===== config.mk =====
export PLATFORM = sky130hd
export DESIGN_NAME = cbar_arbiter
export DESIGN_NICKNAME = d
export VERILOG_FILES = /design/src/hdl/cbar_pkg.sv /design/src/hdl/cbar_arbiter.sv /design/src/hdl/cbar_beat_cnt.sv
export SDC_FILE = /design/constraint.sdc
export NUM_CORES = 1
export LEC_CHECK = 0
export ABC_AREA = 1
export BUFFER_PORTS_ARGS = -buffer_cell sky130_fd_sc_hd__buf_2
export CORE_MARGIN = 5
export CORE_UTILIZATION = 40
export CTS_BUF_LIST = sky130_fd_sc_hd__clkbuf_4 sky130_fd_sc_hd__clkbuf_8
export DETAILED_ROUTE_END_ITERATION = 8
export PLACE_DENSITY_LB_ADDON = 0.08
export SLEW_MARGIN = 0
export SYNTH_ARGS = -nofsm -noshare
export SYNTH_HDL_FRONTEND = slang
export SYNTH_SLANG_ARGS = --single-unit

===== constraint.sdc =====
create_clock -name clock -period 3.55 [get_ports clock]
set_input_delay 0.5325 -clock clock [delete_from_list [all_inputs] [get_ports clock]]
set_output_delay 0.5325 -clock clock [all_outputs]
set_load 0.01 [all_outputs]

===== src/hdl/cbar_pkg.sv =====
package cbar_pkg;

   // beats in one burst-inhibited line transfer, counted as one bus cycle
   localparam int   CBAR_LINE_BEATS   = 4;
   localparam int   CBAR_BEAT_W       = $clog2(CBAR_LINE_BEATS);

   // reset levels of the pins
   localparam logic CBAR_RST_REQUEST  = 1'b0;
   localparam logic CBAR_RST_BUSY     = 1'b0;
   localparam logic CBAR_RST_OE_N     = 1'b1;

   typedef enum logic [2:0] {
      CBAR_IDLE,
      CBAR_SNOOP,
      CBAR_IMPLICIT,
      CBAR_PARK,
      CBAR_ACTIVE
   } cbar_state_t;

   // internal access request from the memory units
   typedef struct packed {
      logic pending;
      logic line;
      logic locked;
      logic lock_last;
   } cbar_acc_t;

endpackage


===== src/hdl/cbar_arbiter.sv =====
`timescale 1ns/1ps
// Behaviour
// - bus changes hands only after one idle clock; arbitration overlaps transfers.
// - state machine is synchronous, moving only on rising clock edge.
// - bus_request is asserted while an internal access is pending.
// - bus_request may drop at any clock regardless of grant or busy.
// - with grant already held, bus_request rises with transfer_start.
// - bus_request is always actively driven, never wired-OR.
// - grant removed mid-cycle: finish the cycle, then release the bus.
// - four-beat burst-inhibited line is one cycle; no release before fourth beat unless an error ack ends it.
// - atomic_last_write is asserted during the last write of a locked sequence.
// - after grant, wait for busy released, then assert busy and start.
// - busy held while granted once a cycle has started, not in implicit ownership; after grant loss, negate at cycle end, then float.
// - bus_request negates once no accesses remain pending.
// - implicit ownership drives undefined bus values, busy floated, no cycle.
// - implicit to active asserts busy, request, in-progress and start together.
// - grant still held after a cycle: park with busy asserted, undefined bus.
// - park to active raises request, in-progress, start; back to park drops in-progress; request just follows pending.
// - five states: idle, snoop, implicit ownership, park, active bus cycle.
// - idle neither owns nor drives the bus, except on its first clock after a release; busy reads negated.
// - snoop equals idle on the pins, but stands ready to serve snoops.
// - external bus_request is the internal request delayed by one register.
module cbar_arbiter
   import cbar_pkg::*;
(
   input  wire logic       clock,
   input  wire logic       rstn,
   input  wire cbar_acc_t  acc_i,
   input  wire logic       snoop_select,
   input  wire logic       bus_grant,
   input  wire logic       bus_busy_i,
   input  wire logic       transfer_ack,
   input  wire logic       transfer_error_ack,
   output logic            bus_request_q,
   output logic            bus_busy_o_q,
   output logic            bus_busy_oe_n_q,
   output logic            bus_oe_n_q,
   output logic            bus_defined_q,
   output logic            transfer_start_q,
   output logic            transfer_in_progress_q,
   output logic            atomic_sequence_flag_q,
   output logic            atomic_last_write_q,
   output logic            acc_taken_q,
   output logic            cycle_done_q,
   output logic            snoop_ready_q,
   output cbar_state_t     state_q
);

   cbar_state_t            state_d;
   logic                   release_q;
   logic                   releasing;
   logic                   start;
   logic                   cyc_last;
   logic                   line_q;
   logic                   locked_q;
   logic                   lock_last_q;
   logic [CBAR_BEAT_W-1:0] beat_cnt;
   logic                   owned_d;
   logic                   may_take;

   ////////////////////////////////////////////////////////////////////////////
   // beat tracking

   cbar_beat_cnt #(
      .BEATS  (CBAR_LINE_BEATS)
   ) u_beats (
      .clock  (clock),
      .rstn   (rstn),
      .start  (start),
      .active (state_q == CBAR_ACTIVE),
      .line   (line_q),
      .ack    (transfer_ack),
      .err    (transfer_error_ack),
      .last   (cyc_last),
      .cnt    (beat_cnt)
   );

   ////////////////////////////////////////////////////////////////////////////
   // arbitration state

   // busy seen negated while granted is the single idle clock between owners
   // our own release cycle drives busy low, so it must not count as free
   always_comb begin
      may_take = bus_grant && !bus_busy_i && !release_q;
   end

   always_comb begin
      state_d = state_q;
      case (state_q)
         CBAR_IDLE: begin
            if (may_take) begin
               state_d = acc_i.pending ? CBAR_ACTIVE : CBAR_IMPLICIT;
            end else if (snoop_select) begin
               state_d = CBAR_SNOOP;
            end
         end
         CBAR_SNOOP: begin
            if (may_take) begin
               state_d = acc_i.pending ? CBAR_ACTIVE : CBAR_IMPLICIT;
            end else if (!snoop_select) begin
               state_d = CBAR_IDLE;
            end
         end
         CBAR_IMPLICIT: begin
            if (!bus_grant) begin
               state_d = CBAR_IDLE;
            end else if (acc_i.pending) begin
               state_d = CBAR_ACTIVE;
            end
         end
         CBAR_PARK: begin
            if (!bus_grant) begin
               state_d = CBAR_IDLE;
            end else if (acc_i.pending) begin
               state_d = CBAR_ACTIVE;
            end
         end
         CBAR_ACTIVE: begin
            // grant is only looked at on the final acknowledge edge
            if (cyc_last) begin
               state_d = bus_grant ? CBAR_PARK : CBAR_IDLE;
            end
         end
         default: begin
            state_d = CBAR_IDLE;
         end
      endcase
   end

   always_comb begin
      start     = (state_d == CBAR_ACTIVE) && (state_q != CBAR_ACTIVE);
      releasing = (state_q == CBAR_PARK || state_q == CBAR_ACTIVE) && (state_d == CBAR_IDLE);
      owned_d   = (state_d == CBAR_PARK) || (state_d == CBAR_ACTIVE);
   end

   always_ff @(posedge clock or negedge rstn) begin
      if (!rstn) begin
         state_q   <= CBAR_IDLE;
         release_q <= 1'b0;
      end else begin
         state_q   <= state_d;
         release_q <= releasing;
      end
   end

   ////////////////////////////////////////////////////////////////////////////
   // request pin

   // pure register delay: may fall at any clock, no look at grant or busy
   always_ff @(posedge clock or negedge rstn) begin
      if (!rstn) begin
         bus_request_q <= CBAR_RST_REQUEST;
      end else begin
         bus_request_q <= acc_i.pending;
      end
   end

   ////////////////////////////////////////////////////////////////////////////
   // busy and bus drive

   // busy is driven low for one clock before floating to speed the pullup
   always_ff @(posedge clock or negedge rstn) begin
      if (!rstn) begin
         bus_busy_o_q    <= CBAR_RST_BUSY;
         bus_busy_oe_n_q <= CBAR_RST_OE_N;
      end else begin
         bus_busy_o_q    <= owned_d;
         bus_busy_oe_n_q <= !(owned_d || releasing);
      end
   end

   always_ff @(posedge clock or negedge rstn) begin
      if (!rstn) begin
         bus_oe_n_q    <= CBAR_RST_OE_N;
         bus_defined_q <= 1'b0;
      end else begin
         bus_oe_n_q    <= !(owned_d || releasing || state_d == CBAR_IMPLICIT);
         bus_defined_q <= (state_d == CBAR_ACTIVE);
      end
   end

   ////////////////////////////////////////////////////////////////////////////
   // transfer control

   always_ff @(posedge clock or negedge rstn) begin
      if (!rstn) begin
         transfer_start_q       <= 1'b0;
         transfer_in_progress_q <= 1'b0;
         acc_taken_q            <= 1'b0;
         cycle_done_q           <= 1'b0;
      end else begin
         transfer_start_q       <= start;
         transfer_in_progress_q <= (state_d == CBAR_ACTIVE);
         acc_taken_q            <= start;
         cycle_done_q           <= cyc_last;
      end
   end

   // access attributes held for the whole cycle
   always_ff @(posedge clock or negedge rstn) begin
      if (!rstn) begin
         line_q      <= 1'b0;
         locked_q    <= 1'b0;
         lock_last_q <= 1'b0;
      end else if (start) begin
         line_q      <= acc_i.line;
         locked_q    <= acc_i.locked;
         lock_last_q <= acc_i.locked && acc_i.lock_last;
      end
   end

   // arbiter may watch the atomic flag to keep grant during a sequence
   always_ff @(posedge clock or negedge rstn) begin
      if (!rstn) begin
         atomic_sequence_flag_q <= 1'b0;
         atomic_last_write_q    <= 1'b0;
      end else begin
         atomic_sequence_flag_q <= (state_d == CBAR_ACTIVE) &&
                                   (start ? acc_i.locked : locked_q);
         atomic_last_write_q    <= (state_d == CBAR_ACTIVE) &&
                                   (start ? (acc_i.locked && acc_i.lock_last) : lock_last_q);
      end
   end

   always_ff @(posedge clock or negedge rstn) begin
      if (!rstn) begin
         snoop_ready_q <= 1'b0;
      end else begin
         snoop_ready_q <= (state_d == CBAR_SNOOP);
      end
   end
endmodule


===== src/hdl/cbar_beat_cnt.sv =====
`timescale 1ns/1ps
module cbar_beat_cnt
   import cbar_pkg::*;
#(
   parameter int BEATS = CBAR_LINE_BEATS
) (
   input  wire logic                     clock,
   input  wire logic                     rstn,
   input  wire logic                     start,
   input  wire logic                     active,
   input  wire logic                     line,
   input  wire logic                     ack,
   input  wire logic                     err,
   output logic                          last,
   output logic [$clog2(BEATS)-1:0]      cnt
);

   localparam int W = $clog2(BEATS);

   logic [W-1:0] cnt_q;

   always_ff @(posedge clock or negedge rstn) begin
      if (!rstn) begin
         cnt_q <= '0;
      end else if (start) begin
         cnt_q <= '0;
      end else if (active && ack) begin
         cnt_q <= cnt_q + W'(1);
      end
   end

   // error ends the whole cycle, even a line mid-way
   always_comb begin
      last = active && (err || (ack && (!line || cnt_q == W'(BEATS - 1))));
      cnt  = cnt_q;
   end

endmodule


Word level (Yosys, flattened, before mapping)
Cells that the tools add are included.
Storage, ports and cells
  flip-flop bits (word level): 19
  latch bits: 0
  memory bits (writable): 0
  bits in read-only memories: 0
  logic and storage cells: 66
  memories: 0
Operators by class
  add/sub/neg operators: 1
  multipliers: 0
  div/mod/pow operators: 0
  $lt $le $gt $ge: 0
  equality and inequality tests: 10
  shift operators: 0
  mux-type cells: 14
  bitwise operators: 0
  reduce and logical (&&, ||, !) cells: 25
Operators with widths (count)
  3-bit 2-to-1 mux: 8
  3-bit by 2-bit equality test with 1-bit output, second input constant: 4
  3-bit case mux with 4 select lines: 1
  1-bit logical AND: 10
  3-bit by 1-bit equality test with 1-bit output, second input constant: 2
  3-bit equality test, second input constant: 2
  3-bit logical NOT: 2
  1-bit logical OR: 6
  2-bit 2-to-1 mux: 3
  1-bit logical NOT: 5
  3-bit inequality test, second input constant: 1
  2-bit by 1-bit adder with 2-bit output, second input constant: 1
  2-bit equality test, second input constant: 1
  1-bit 2-to-1 mux: 2
  2-bit nonzero test: 1
  2-bit OR reduction: 1

Logic depth before layout (Yosys ltp)
Gate-level depths: netlist of run 1.
  depth in word-level cells: 12
  gate-level depth with buffers: 11

By module
A second synthesis of run 1 with hierarchy kept.
Unflattened totals
  cell total of the unflattened synthesis: 117
  area total of the unflattened synthesis: 965.9 um2
By module, submodules not included
  cbar_arbiter: times used 1, cells an instance 96, area an instance 828.3 um2, sequential area each 427.9 um2
  cbar_beat_cnt: times used 1, cells an instance 21, area an instance 137.6 um2, sequential area each 50.0 um2

Least setup slack after synthesis of run 1
OpenSTA, ideal clock, no wires.
  path type: input to register
  start point: in bus_busy_i
  end point: reg atomic_last_write_q
  setup time: 123 ps
  arrival time: 1353 ps
  required time: 3427 ps
  setup slack: 2074 ps
  cell stages on the path: 8
  path through: nor2_1 -> nand2_1 -> nand2_1 -> nand2_1 -> a21oi_4 -> nand2_2 -> nand2_1 -> a21oi_1
On the way
  longest elaborated chain between the ends: 9
  elaborated cells between the ends (all ways): 10
  classes of those cells: eq/ne: 1; mux: 4; reduce/logical: 5
RTL lines
  start, declared: line cbar_arbiter.sv:31  | input wire logic bus_busy_i,
  1-bit logical NOT (*): line cbar_arbiter.sv:84  | may_take = bus_grant && !bus_busy_i && !release_q;
  1-bit logical AND (*) (2 in series): line cbar_arbiter.sv:84
  3-bit 2-to-1 mux, on equally long branches: line cbar_arbiter.sv:98, cbar_arbiter.sv:91
  3-bit case mux with 4 select lines (*): line cbar_arbiter.sv:89  | case (state_q)
  net state_d[2]: line cbar_arbiter.sv:49  | cbar_state_t state_d;
  3-bit equality test (*): line cbar_arbiter.sv:131, cbar_arbiter.sv:220
  1-bit logical AND: line cbar_arbiter.sv:131  | start = (state_d == CBAR_ACTIVE) && (state_q != CBAR_ACTIVE);
  1-bit 2-to-1 mux: line cbar_arbiter.sv:221  | (start ? (acc_i.locked && acc_i.lock_last) : lock_last_q);
  1-bit logical AND (*): line cbar_arbiter.sv:220  | atomic_last_write_q <= (state_d == CBAR_ACTIVE) &&
  end signal, assigned: line cbar_arbiter.sv:220
  end, declared: line cbar_arbiter.sv:42  | output logic atomic_last_write_q,
Mark *: on every way through the listed nets, which the timed path passes. The rest lies on a longest branch.
A chain may end at the register's enable or synchronous reset.

Worst setup path in the final report of run 1
  start point: reg u_beats.cnt_q[0] (netlist: u_beats.cnt[0])
  end point: reg bus_busy_oe_n_q
On the way
  longest elaborated chain between the ends: 11
  elaborated cells between the ends (all ways): 14
  classes of those cells: eq/ne: 3; mux: 2; reduce/logical: 9
RTL lines
  start, declared: line cbar_beat_cnt.sv:20  | logic [W-1:0] cnt_q;
  start signal, assigned: line cbar_beat_cnt.sv:28  | cnt_q <= cnt_q + W'(1);
  2-bit equality test (*): line cbar_beat_cnt.sv:34  | last = active && (err || (ack && (!line || cnt_q == W'(BEATS - 1))));
  1-bit logical OR (*): line cbar_beat_cnt.sv:34
  1-bit logical AND (*): line cbar_beat_cnt.sv:34
  1-bit logical OR (*): line cbar_beat_cnt.sv:34
  1-bit logical AND (*): line cbar_beat_cnt.sv:34
  3-bit 2-to-1 mux (*): line cbar_arbiter.sv:120  | if (cyc_last) begin
  3-bit case mux with 4 select lines (*): line cbar_arbiter.sv:89
  net state_d[0]: line cbar_arbiter.sv:49
  3-bit by 2-bit equality test with 1-bit output (tied with other cells): line cbar_arbiter.sv:133  | owned_d = (state_d == CBAR_PARK) || (state_d == CBAR_ACTIVE);
  1-bit logical OR or 1-bit logical AND (tied branches): line cbar_arbiter.sv:133, cbar_arbiter.sv:132
  1-bit logical OR (*): line cbar_arbiter.sv:168  | bus_busy_oe_n_q <= !(owned_d || releasing);
  1-bit logical NOT (*): line cbar_arbiter.sv:168
  end signal, assigned: line cbar_arbiter.sv:168
  end, declared: line cbar_arbiter.sv:36  | output logic bus_busy_oe_n_q,
Marks and branches as above.

==> results.toml, run 1 <==
[setup_path]
worstPathArrival_ps = 1830
crit_path_frequent_cell = "nand2_1"
cp_data_required_time_ps = 3790
crit_cells = 11
crit_family = "simple AND/OR/NAND/NOR gates"
critPathMaxStageDelay_ps = 410
crit_slowest_cell = "dfrtp_1"
start_kind = "register"
path_max_fanout = 3
end_kind = "register"
path_buf_inv = 2
crit_path_cell_trace = "ha_1, inv_1, nand2_1, nand2_1, nand2_1, nand3_1, nand4_1, nor2_1, nand2_2, nand2_2, inv_1"
rrSetupSlack_ps = 1960
critPathKind = "reg2reg"
r2r_cells = 11
rr_endpoint = "bus_busy_oe_n_q$_DFF_PN1_"
rr_startpoint = "u_beats.cnt[0]$_DFFE_PN0P_"

[final_layout]
nets = 145
final_cell_mix = "nand2_1 (30), buf_2 (25), dfrtp_1 (17)"
final_common_cell = "nand2_1"
regArea_um2 = 478
fin_area_um2 = 1040
num_antenna_cells = 0
multi_input_comb_area_um2 = 312
fillers = 217
syn_to_final_growth_pct = 20.0
drive_gt1_share_pct = 28.8

[floorplan]
ios = 26
die_area_um2 = 3200
design.core.area_um2 = 2020
die_h_um = 56.6
die_x_um = 56.6
start_util_pct = 42.9
num_rows = 16

[timing]
slew_headroom_pct = 72.5
min_period_over_period_pct = 44.7
worstMarginPinSlew_ps = 413
rsz0062_at_grt = "false"
skew_ps = 0.728
fin_setup_tns_ps = 0
final_hold_viol_count = 0
fmax_ghz = 0.630
slew_viol_final = 0
period_minus_slack_ps = 1590
final-setup-viol-count = 0

[grt]
grt.total_usage_pct = 11.6
grt-ovfl-total = 0
antenna_found_initial = 0
first_global_vias = 701
grt_max_degree = 20
grt_pass1_wl_um = 2920

[logic_synthesis]
synth_fa_ha_area_share_pct = 1.44
synth_top_area_share_pct = 49.0
synth_top_cell_by_area = "dfrtp_1"
ys_top_cells_by_area = "dfrtp_1 (49%), nand2_1 (13%), inv_1 (6.9%), dfstp_2 (6.1%), nor2_1 (5.2%)"
syn_area_um2 = 868
synth_seq_cells = 19
synthSimpleGateAreaFrac_pct = 29.1
synth_compound_area_share_pct = 5.33
seq_area_frac_synth_pct = 55.0
synthMuxAreaShare_pct = 0
avgSynthCellArea_um2 = 8.27
synth_cell_types = 16
syn_nets = 117
synth_top_family_by_area = "simple AND/OR/NAND/NOR gates"
synthCells = 105
ys.warnings.count = 0
synthXorXnorAreaFrac_pct = 0

[routing]
drc_errors = 0
via_count = 730
drtIter0Drc = 21
detail_route.first_pass.iterations = 4
avgRoutedWirePerCell_um = 10.4
routed_wl_um = 1660
via_per_inst = 4.59
antenna_left = 0

[power]
ir_drop_mv = 0.446
p_comb_share_pct = 41.9
powerDensity_nw_per_um2 = 766
p_sw_mw = 0.321
power.leakage_nw = 0.637
sequentialPowerShare_pct = 43.4
swShare_pct = 40.1
clockPowerShare_pct = 14.7
intPower_mw = 0.478

[outcome]
status = "complete, no violations"

[placed_design]
hpwlAfterDp_um = 1300
place_area_um2 = 1010
numPortBuffers = 25
gp_congestion = 0.900

[clock_network]
cts_resized = 0
cts_hold_buffers = 0
h-tree-depth = 1
clkLatencyLatePin_ps = 290
cts_buffers = 3
path_clk_slew_ps = 110
cts.root.buffer_cell = "clkbuf_4"
cts_buffer_depth = 2
post_cts_buffers = 0
cts_tree = "yes"
cts_sinks = 19

[flow_run]
cap_viol_max_count = 0

[worst_hold_path]
hp-class = "in2async"
==> final cells by class <==
| type | count | area share, % |
|---|---|---|
| Sequential cell | 19 | 45.9 |
| Timing Repair Buffer | 25 | 12.0 |
| Multi-Input combinational cell | 67 | 29.9 |
| Inverter | 17 | 6.12 |
| Tap cell | 27 | 3.24 |
| Clock buffer | 4 | 2.88 |
==> power groups by stage <==
stage          Sequential, mW  Clock (mW)  Combinational (mW)
2_1_floorplan           0.375           0               0.214
3_3_place_gp            0.353           0               0.340
3_5_place_dp            0.351           0               0.340
4_1_cts                 0.348       0.123               0.341
5_1_grt                 0.360       0.130               0.383
6_report                0.347       0.117               0.335
==> logic make-up (layout without fill, tap and decap cells) <==
kind of cell    count (synthesis)  count (layout)
buf+inv                        19              46
fa+ha+maj                       1               1
simple gates                   59              59
compound gates                  7               7
flops                          19              19
==> stage by stage <==
stage          hold slack, ps  util (%)  power [mW]  worst slack (ps)  instances
3_3_place_gp              457      50.1       0.693              1890        155
6_report                  151      51.5       0.799              1960        159
4_1_cts                   161      51.5       0.811              1950        159
3_5_place_dp              467      50.1       0.691              1810        155
5_1_grt                   173      51.5       0.874              1810        159
2_1_floorplan             237         -       0.588              2070        105
==> state kept, by name, summed over array words and instances, names as in the netlist <==
name and count:
release_q 1, locked_q 1, bus_busy_o_q 1, u_beats.cnt 2, atomic_sequence_flag_q 1, bus_oe_n_q 1
atomic_last_write_q 1, line_q 1, transfer_in_progress_q 1, state_q 3, bus_busy_oe_n_q 1, lock_last_q 1
snoop_ready_q 1, bus_request_q 1, acc_taken_q 1, cycle_done_q 1
==> metal layers <==
| metal | up-vias | share of wire, % | GRT usage (%) |
|---|---|---|---|
| met5 | - | 0 | 0 |
| met1 | 323 | 47 | 16.2 |
| met2 | 28 | 42 | 16.2 |
| li1 | 375 | - | - |
| met4 | 0 | 1.6 | 6.10 |
| met3 | 4 | 9.3 | 3.21 |
==> how the worst max path moves through the flow <==
| stage | startpoint | to | slack (ps) |
|---|---|---|---|
| 6_report | u_beats.cnt[0]$_DFFE_PN0P_ | bus_busy_oe_n_q$_DFF_PN1_ | 1960 |
| 5_1_grt | u_beats.cnt[0]$_DFFE_PN0P_ | bus_busy_oe_n_q$_DFF_PN1_ | 1810 |
| 4_1_cts | u_beats.cnt[0]$_DFFE_PN0P_ | bus_busy_oe_n_q$_DFF_PN1_ | 1950 |
| 3_5_place_dp | bus_busy_i | atomic_last_write_q$_DFF_PN0_ | 1810 |
| 3_3_place_gp | bus_busy_i | atomic_last_write_q$_DFF_PN0_ | 1890 |
| 2_1_floorplan | bus_busy_i | atomic_last_write_q$_DFF_PN0_ | 2070 |
==> synth_stat cells, drive strengths merged <==
library cell and count:
a21oi 7, buf 2, dfrtp 17, dfstp 2, ha 1, inv 17
nand2 33, nand3 8, nand4 3, nor2 13, nor3 1, or2 1
Note: power is estimated with default switching activity, not from simulation.
==> inputs of run 2 (changes only) <==
--- a/config.mk
+++ b/config.mk
@@ -5,7 +5,7 @@
 export SDC_FILE = /design/constraint.sdc
 export NUM_CORES = 1
 export LEC_CHECK = 0
-export ABC_AREA = 1
+export ABC_AREA = 0
 export BUFFER_PORTS_ARGS = -buffer_cell sky130_fd_sc_hd__buf_2
 export CORE_MARGIN = 5
 export CORE_UTILIZATION = 40
==> constraint.sdc (replaced) <==
create_clock -name clock -period 1.5 [get_ports clock]
set_input_delay 0.225 -clock clock [delete_from_list [all_inputs] [get_ports clock]]
set_output_delay 0.225 -clock clock [all_outputs]
set_load 0.01 [all_outputs]
==> run 2 against run 1 <==
  * Critical path depth is 6 lower
  * Synthesized cell count is 31% lower
  * Non-clock buffer count is 5 higher
  * Clock power is 130% higher
  * Synthesized area is 1.0% higher
  * Clock-buffer cell count stayed put
  * First-iteration DRC count is 76% lower
  * Die area is 0.83% higher
  * Sequential power is 87% higher
  * Critical endpoint is now state_q[0]$_DFF_PN0_
  * Highest routed layer is now met3
==> results.toml, run 2 <==
[routing]
drc_errors = 0
via_per_inst = 4.68
drtIter0Drc = 5
via_count = 599
antenna_left = 0
routed_wl_um = 1600
detail_route.first_pass.iterations = 4
avgRoutedWirePerCell_um = 12.5

[grt]
grt-ovfl-total = 0
grt_pass1_wl_um = 2730
grt.total_usage_pct = 10.8
first_global_vias = 581
antenna_found_initial = 0
grt_max_degree = 20

[logic_synthesis]
syn_area_um2 = 877
yosysMostFrequentCell = "dfrtp_1"
synth_top_cell_by_area = "dfrtp_1"
synth-main-ff-cell = "dfrtp_1"
ys_top_cells_by_count = "dfrtp_1 (17), nor2_1 (9), a21oi_1 (5), nand2_1 (5)"
seq_area_frac_synth_pct = 54.5
ys.warnings.count = 0
synth-async-reset-ratio_pct = 100
ys_top_cells_by_area = "dfrtp_1 (49%), dfstp_2 (6.0%), mux2_4 (5.1%), nor2_1 (3.9%), a21oi_1 (2.9%)"
synthCells = 72
synth-edff-count = 0
synth_top_area_share_pct = 48.5
syn_nets = 84
synth_seq_cells = 19
avgSynthCellArea_um2 = 12.2
synth_cell_types = 31

[power]
powerDensity_nw_per_um2 = 1160
p_comb_share_pct = 25.0
intPower_mw = 0.876
p_sw_mw = 0.346
clockPowerShare_pct = 21.9
sequentialPowerShare_pct = 53.1
p_total_mw = 1.22
power.leakage_nw = 0.538
ir_drop_mv = 0.420
swShare_pct = 28.3

[timing]
worstMarginPinSlew_ps = 419
fmax_ghz = 0.729
slew_viol_final = 0
skew_ps = 1.70
period_minus_slack_ps = 1370
fin_ws_ps = 129
final_hold_viol_count = 0
final-setup-viol-count = 0
fin_setup_tns_ps = 0
min_period_over_period_pct = 91.4
hold_ws_ps = 114
rsz0062_at_grt = "false"
slew_headroom_pct = 72.1

[clock_network]
cts_buffer_depth = 2
cts_buffers = 3
h-tree-depth = 1
path_clk_slew_ps = 100
cts_sinks = 19
post_cts_buffers = 0
cts_tree = "yes"
cts.root.buffer_cell = "clkbuf_4"
clkLatencyLatePin_ps = 280
cts_resized = 0

[final_layout]
drive_gt1_share_pct = 49.0
num_antenna_cells = 0
fin_area_um2 = 1060
fin_util_pct = 49.2
nets = 113
final_cells = 128
syn_to_final_growth_pct = 20.5
final_common_cell = "buf_2"
largest_register_ffs = 3
final_cell_mix = "buf_2 (25), dfrtp_1 (17), nor2_1 (9)"
fillers = 212
top_register = "state_q"

[placed_design]
numPortBuffers = 25
gp_congestion = 0.731
place_area_um2 = 1020
placed_cells = 123
place_ws_ps = 117
hpwlAfterDp_um = 1170

[floorplan]
die_x_um = 56.8
design.core.area_um2 = 2150
die_area_um2 = 3230
die_h_um = 56.8
start_util_pct = 40.8
num_rows = 17
ios = 26

[setup_path]
worstPathArrival_ps = 1550
path_max_fanout = 3
rrSetupSlack_ps = 130
cp_data_required_time_ps = 1680
critPathKind = "reg2reg"
start_kind = "register"
end_kind = "register"

[outcome]
status = "complete, no violations"

[flow_run]
cap_viol_max_count = 0

[worst_hold_path]
hp-class = "in2reg"
## run 2: cell count changes after synthesis, sizes merged, moves of 2 or more
cell / change
mux2: +3
a32oi: +2
nor2: -2
nand2: -27
nand3: -7
nor3b: +3
buf: +4
inv: -16
nor2b: +2
a211oi: +2
nand4: -3
## run 2: worst max-delay path, stage by stage (launching register included)
cell and delay [ps]:
dfrtp_1 410, ha_1 190, nand2b_1 150, a21oi_2 140, nor2b_1 80, a211o_1 290
## run 2: layout make-up
type / instances / area [µm²] / area share [%]
Timing Repair Buffer: 30 / 165 / 15.6
Multi-Input combinational cell: 46 / 345 / 32.7
Tap cell: 28 / 35.0 / 3.31
Clock buffer: 4 / 30.0 / 2.84
Inverter: 1 / 3.75 / 0.355
Sequential cell: 19 / 478 / 45.2
## run 2: layer usage
layer	track usage, %	vias up	part of all wire, %
met1	14.6	279	44
li1	-	300	-
met2	16.8	20	47
met4	2.98	0	0
met3	3.22	0	8.4
met5	0	-	0
## run 2: cell families after synthesis
family / synth area share (%)
AO/OA/AOI/OAI: 12.7
XOR/XNOR: 0.999
adder cells (fa/ha/maj): 1.43
buffers and inverters: 6.13
flip-flops: 54.5
multiplexers: 5.14
AND/OR/NAND/NOR: 19.1
## run 2: repair_timing
item	in CTS	in global routing
hold buffers	1	0
setup endpoints to repair	0	1
endpoints found under the hold margin	17	0
## run 2: power groups by stage
stage                     Sequential (mW)  Combinational [mW]  Clock, mW
final                               0.649               0.305      0.268
after global routing                0.660               0.352      0.311
after CTS                           0.650               0.313      0.284
after detailed placement            0.657               0.310          0
after global placement              0.656               0.311          0
after floorplan                     0.671               0.197          0
## run 2: path summary, 6_finish.rpt
kind                                                 start                   endpoint  cells after the start
worst min register to register          locked_q$_DFF_PN0_         locked_q$_DFF_PN0_                      1
max in group asynchronous                             rstn  bus_busy_oe_n_q$_DFF_PN1_                      2
worst min-delay path                              acc_i[3]    bus_request_q$_DFF_PN0_                      1
min in group asynchronous                             rstn    bus_request_q$_DFF_PN0_                      2
worst max register to register  u_beats.cnt[0]$_DFFE_PN0P_       state_q[0]$_DFF_PN0_                      5
worst max-delay path            u_beats.cnt[0]$_DFFE_PN0P_       state_q[0]$_DFF_PN0_                      5
==> inputs of run 3 (changes only) <==
--- a/config.mk
+++ b/config.mk
@@ -9,7 +9,6 @@
 export BUFFER_PORTS_ARGS = -buffer_cell sky130_fd_sc_hd__buf_2
 export CORE_MARGIN = 5
 export CORE_UTILIZATION = 40
-export CTS_BUF_LIST = sky130_fd_sc_hd__clkbuf_4 sky130_fd_sc_hd__clkbuf_8
 export DETAILED_ROUTE_END_ITERATION = 8
 export PLACE_DENSITY_LB_ADDON = 0.08
 export SLEW_MARGIN = 0
==> constraint.sdc (replaced) <==
create_clock -name clock -period 1.5 [get_ports clock]
set_input_delay 0.225 -clock clock [delete_from_list [all_inputs] [get_ports clock]]
set_output_delay 0.225 -clock clock [all_outputs]
set_load 0.05 [all_outputs]
==> run 3 against run 2 <==
  * Via count grew 0.50%
  * Utilization shrank 0.058 points
  * Sequential power is essentially flat
  * Global-route usage grew 0.69 points
  * Total power grew 11%
  * Largest cell class unchanged
  * Highest routed layer is now met4
==> results.toml, run 3 (synthesis gave the netlist of run 2 again) <==
[outcome]
status = "complete, no violations"

[routing]
avgRoutedWirePerCell_um = 12.8
routed_wl_um = 1640
drc_errors = 0
antenna_left = 0
via_per_inst = 4.70
drtIter0Drc = 4
via_count = 602
detail_route.first_pass.iterations = 4

[power]
p_comb_share_pct = 33.1
swShare_pct = 36.2
p_sw_mw = 0.489
clockPowerShare_pct = 18.7
sequentialPowerShare_pct = 48.2
power.leakage_nw = 0.531
intPower_mw = 0.862
ir_drop_mv = 0.589
p_total_mw = 1.35
powerDensity_nw_per_um2 = 1280

[timing]
slew_viol_final = 0
min_period_over_period_pct = 91.0
rsz0062_at_grt = "false"
worstMarginPinSlew_ps = 408
fmax_ghz = 0.732
period_minus_slack_ps = 1370
final-setup-viol-count = 0
fin_setup_tns_ps = 0
final_hold_viol_count = 0
slew_headroom_pct = 72.8
skew_ps = 8.94

[placed_design]
numPortBuffers = 25
placed_cells = 123
place_area_um2 = 1020
hpwlAfterDp_um = 1220
gp_congestion = 0.793

[final_layout]
num_antenna_cells = 0
drive_gt1_share_pct = 50.0
top_register = "state_q"
fin_area_um2 = 1060
fillers = 205
final_cell_mix = "buf_2 (25), dfrtp_1 (15), nor2_1 (9)"
syn_to_final_growth_pct = 20.4
final_cells = 128
nets = 113
final_common_cell = "buf_2"
largest_register_ffs = 3

[clock_network]
clkLatencyLatePin_ps = 300
h-tree-depth = 1
cts_tree = "yes"
post_cts_buffers = 0
cts_buffer_depth = 2
cts_buffers = 3
cts_resized = 0
cts_hold_buffers = 1
path_clk_slew_ps = 110
cts.root.buffer_cell = "clkbuf_4"
cts_sinks = 19

[floorplan]
die_area_um2 = 3230
die_h_um = 56.8
ios = 26
num_rows = 17
die_x_um = 56.8
design.core.area_um2 = 2150
start_util_pct = 40.8

[setup_path]
startpoint = "u_beats.cnt[0]$_DFFE_PN0P_"
start_kind = "register"
worstPathArrival_ps = 1560
endpoint = "state_q[0]$_DFF_PN0_"
cp_data_required_time_ps = 1700
rr_startpoint = "u_beats.cnt[0]$_DFFE_PN0P_"
rr_endpoint = "state_q[0]$_DFF_PN0_"
critPathKind = "reg2reg"
end_kind = "register"
path_max_fanout = 3
r2r_cells = 5
rrSetupSlack_ps = 130

[grt]
grtUsageMet3_pct = 3.22
grt_util_met1_pct = 14.5
grt.met2_usage_pct = 17.3
first_global_vias = 613
antenna_found_initial = 0
grt_busiest_layer = "met2"
grt_pass1_wl_um = 2840
grt_max_degree = 20
grt-ovfl-total = 0
grt.total_usage_pct = 11.5

[flow_run]
cap_viol_max_count = 0

[worst_hold_path]
hp-class = "in2reg"
==> run 3: cell count changes in the layout (fill, tap and decap cells not counted) <==
| cell | change |
|---|---|
| clkbuf_1 | +1 |
| clkbuf_4 | -1 |
| dfrtp_1 | -2 |
| dfrtp_2 | +2 |
==> run 3: layer usage <==
metal	vias to the layer above	wire, µm	share of wire (%)
met4	0	38	2.3
met5	-	0	0
met2	15	748	46
met1	284	746	46
li1	299	-	-
met3	4	100	6.1
==> run 3: per-stage QoR <==
| step | hold slack [ps] | setup slack (ps) | utilization (%) |
|---|---|---|---|
| final | 115 | 135 | 49.2 |
| after global routing | 92.1 | 50.2 | 49.2 |
| after CTS | 98.8 | 120 | 49.2 |
| after detailed placement | 181 | 130 | 47.5 |
| after global placement | 182 | 152 | 47.5 |
| after floorplan | -70.6 | -12.0 | - |
==> run 3: power by group through the flow <==
stage / Sequential [mW] / Combinational, mW / Clock, mW
2_1_floorplan: 0.792 / 0.213 / 0
3_3_place_gp: 0.659 / 0.444 / 0
3_5_place_dp: 0.660 / 0.450 / 0
4_1_cts: 0.652 / 0.454 / 0.268
5_1_grt: 0.663 / 0.483 / 0.295
6_report: 0.651 / 0.447 / 0.253
==> run 3: worst min path at each step <==
stage	startpoint	endpoint	slack [ps]	cells after the start
after CTS	acc_i[3]	bus_request_q$_DFF_PN0_	100	1
after global placement	rstn	snoop_ready_q$_DFF_PN0_	180	1
after floorplan	rstn	acc_taken_q$_DFF_PN0_	-70	0
final	acc_i[3]	bus_request_q$_DFF_PN0_	110	1
after detailed placement	rstn	snoop_ready_q$_DFF_PN0_	180	1
after global routing	acc_i[3]	bus_request_q$_DFF_PN0_	90	1
==> run 3: area by class of cell <==
cell class	count	area [µm²]	area share (%)
multi-input combinational	46	345	32.7
timing repair buffer	30	165	15.6
tap	28	35.0	3.32
sequential	19	480	45.5
inverter	1	3.75	0.355
clock buffer	4	26.3	2.49
==> run 3: worst max-delay path, stage by stage, from the launching register on <==
cell	delay [ps]
dfrtp_1	400
ha_1	190
nand2b_1	150
a21oi_2	160
nor2b_1	90
a211o_1	290
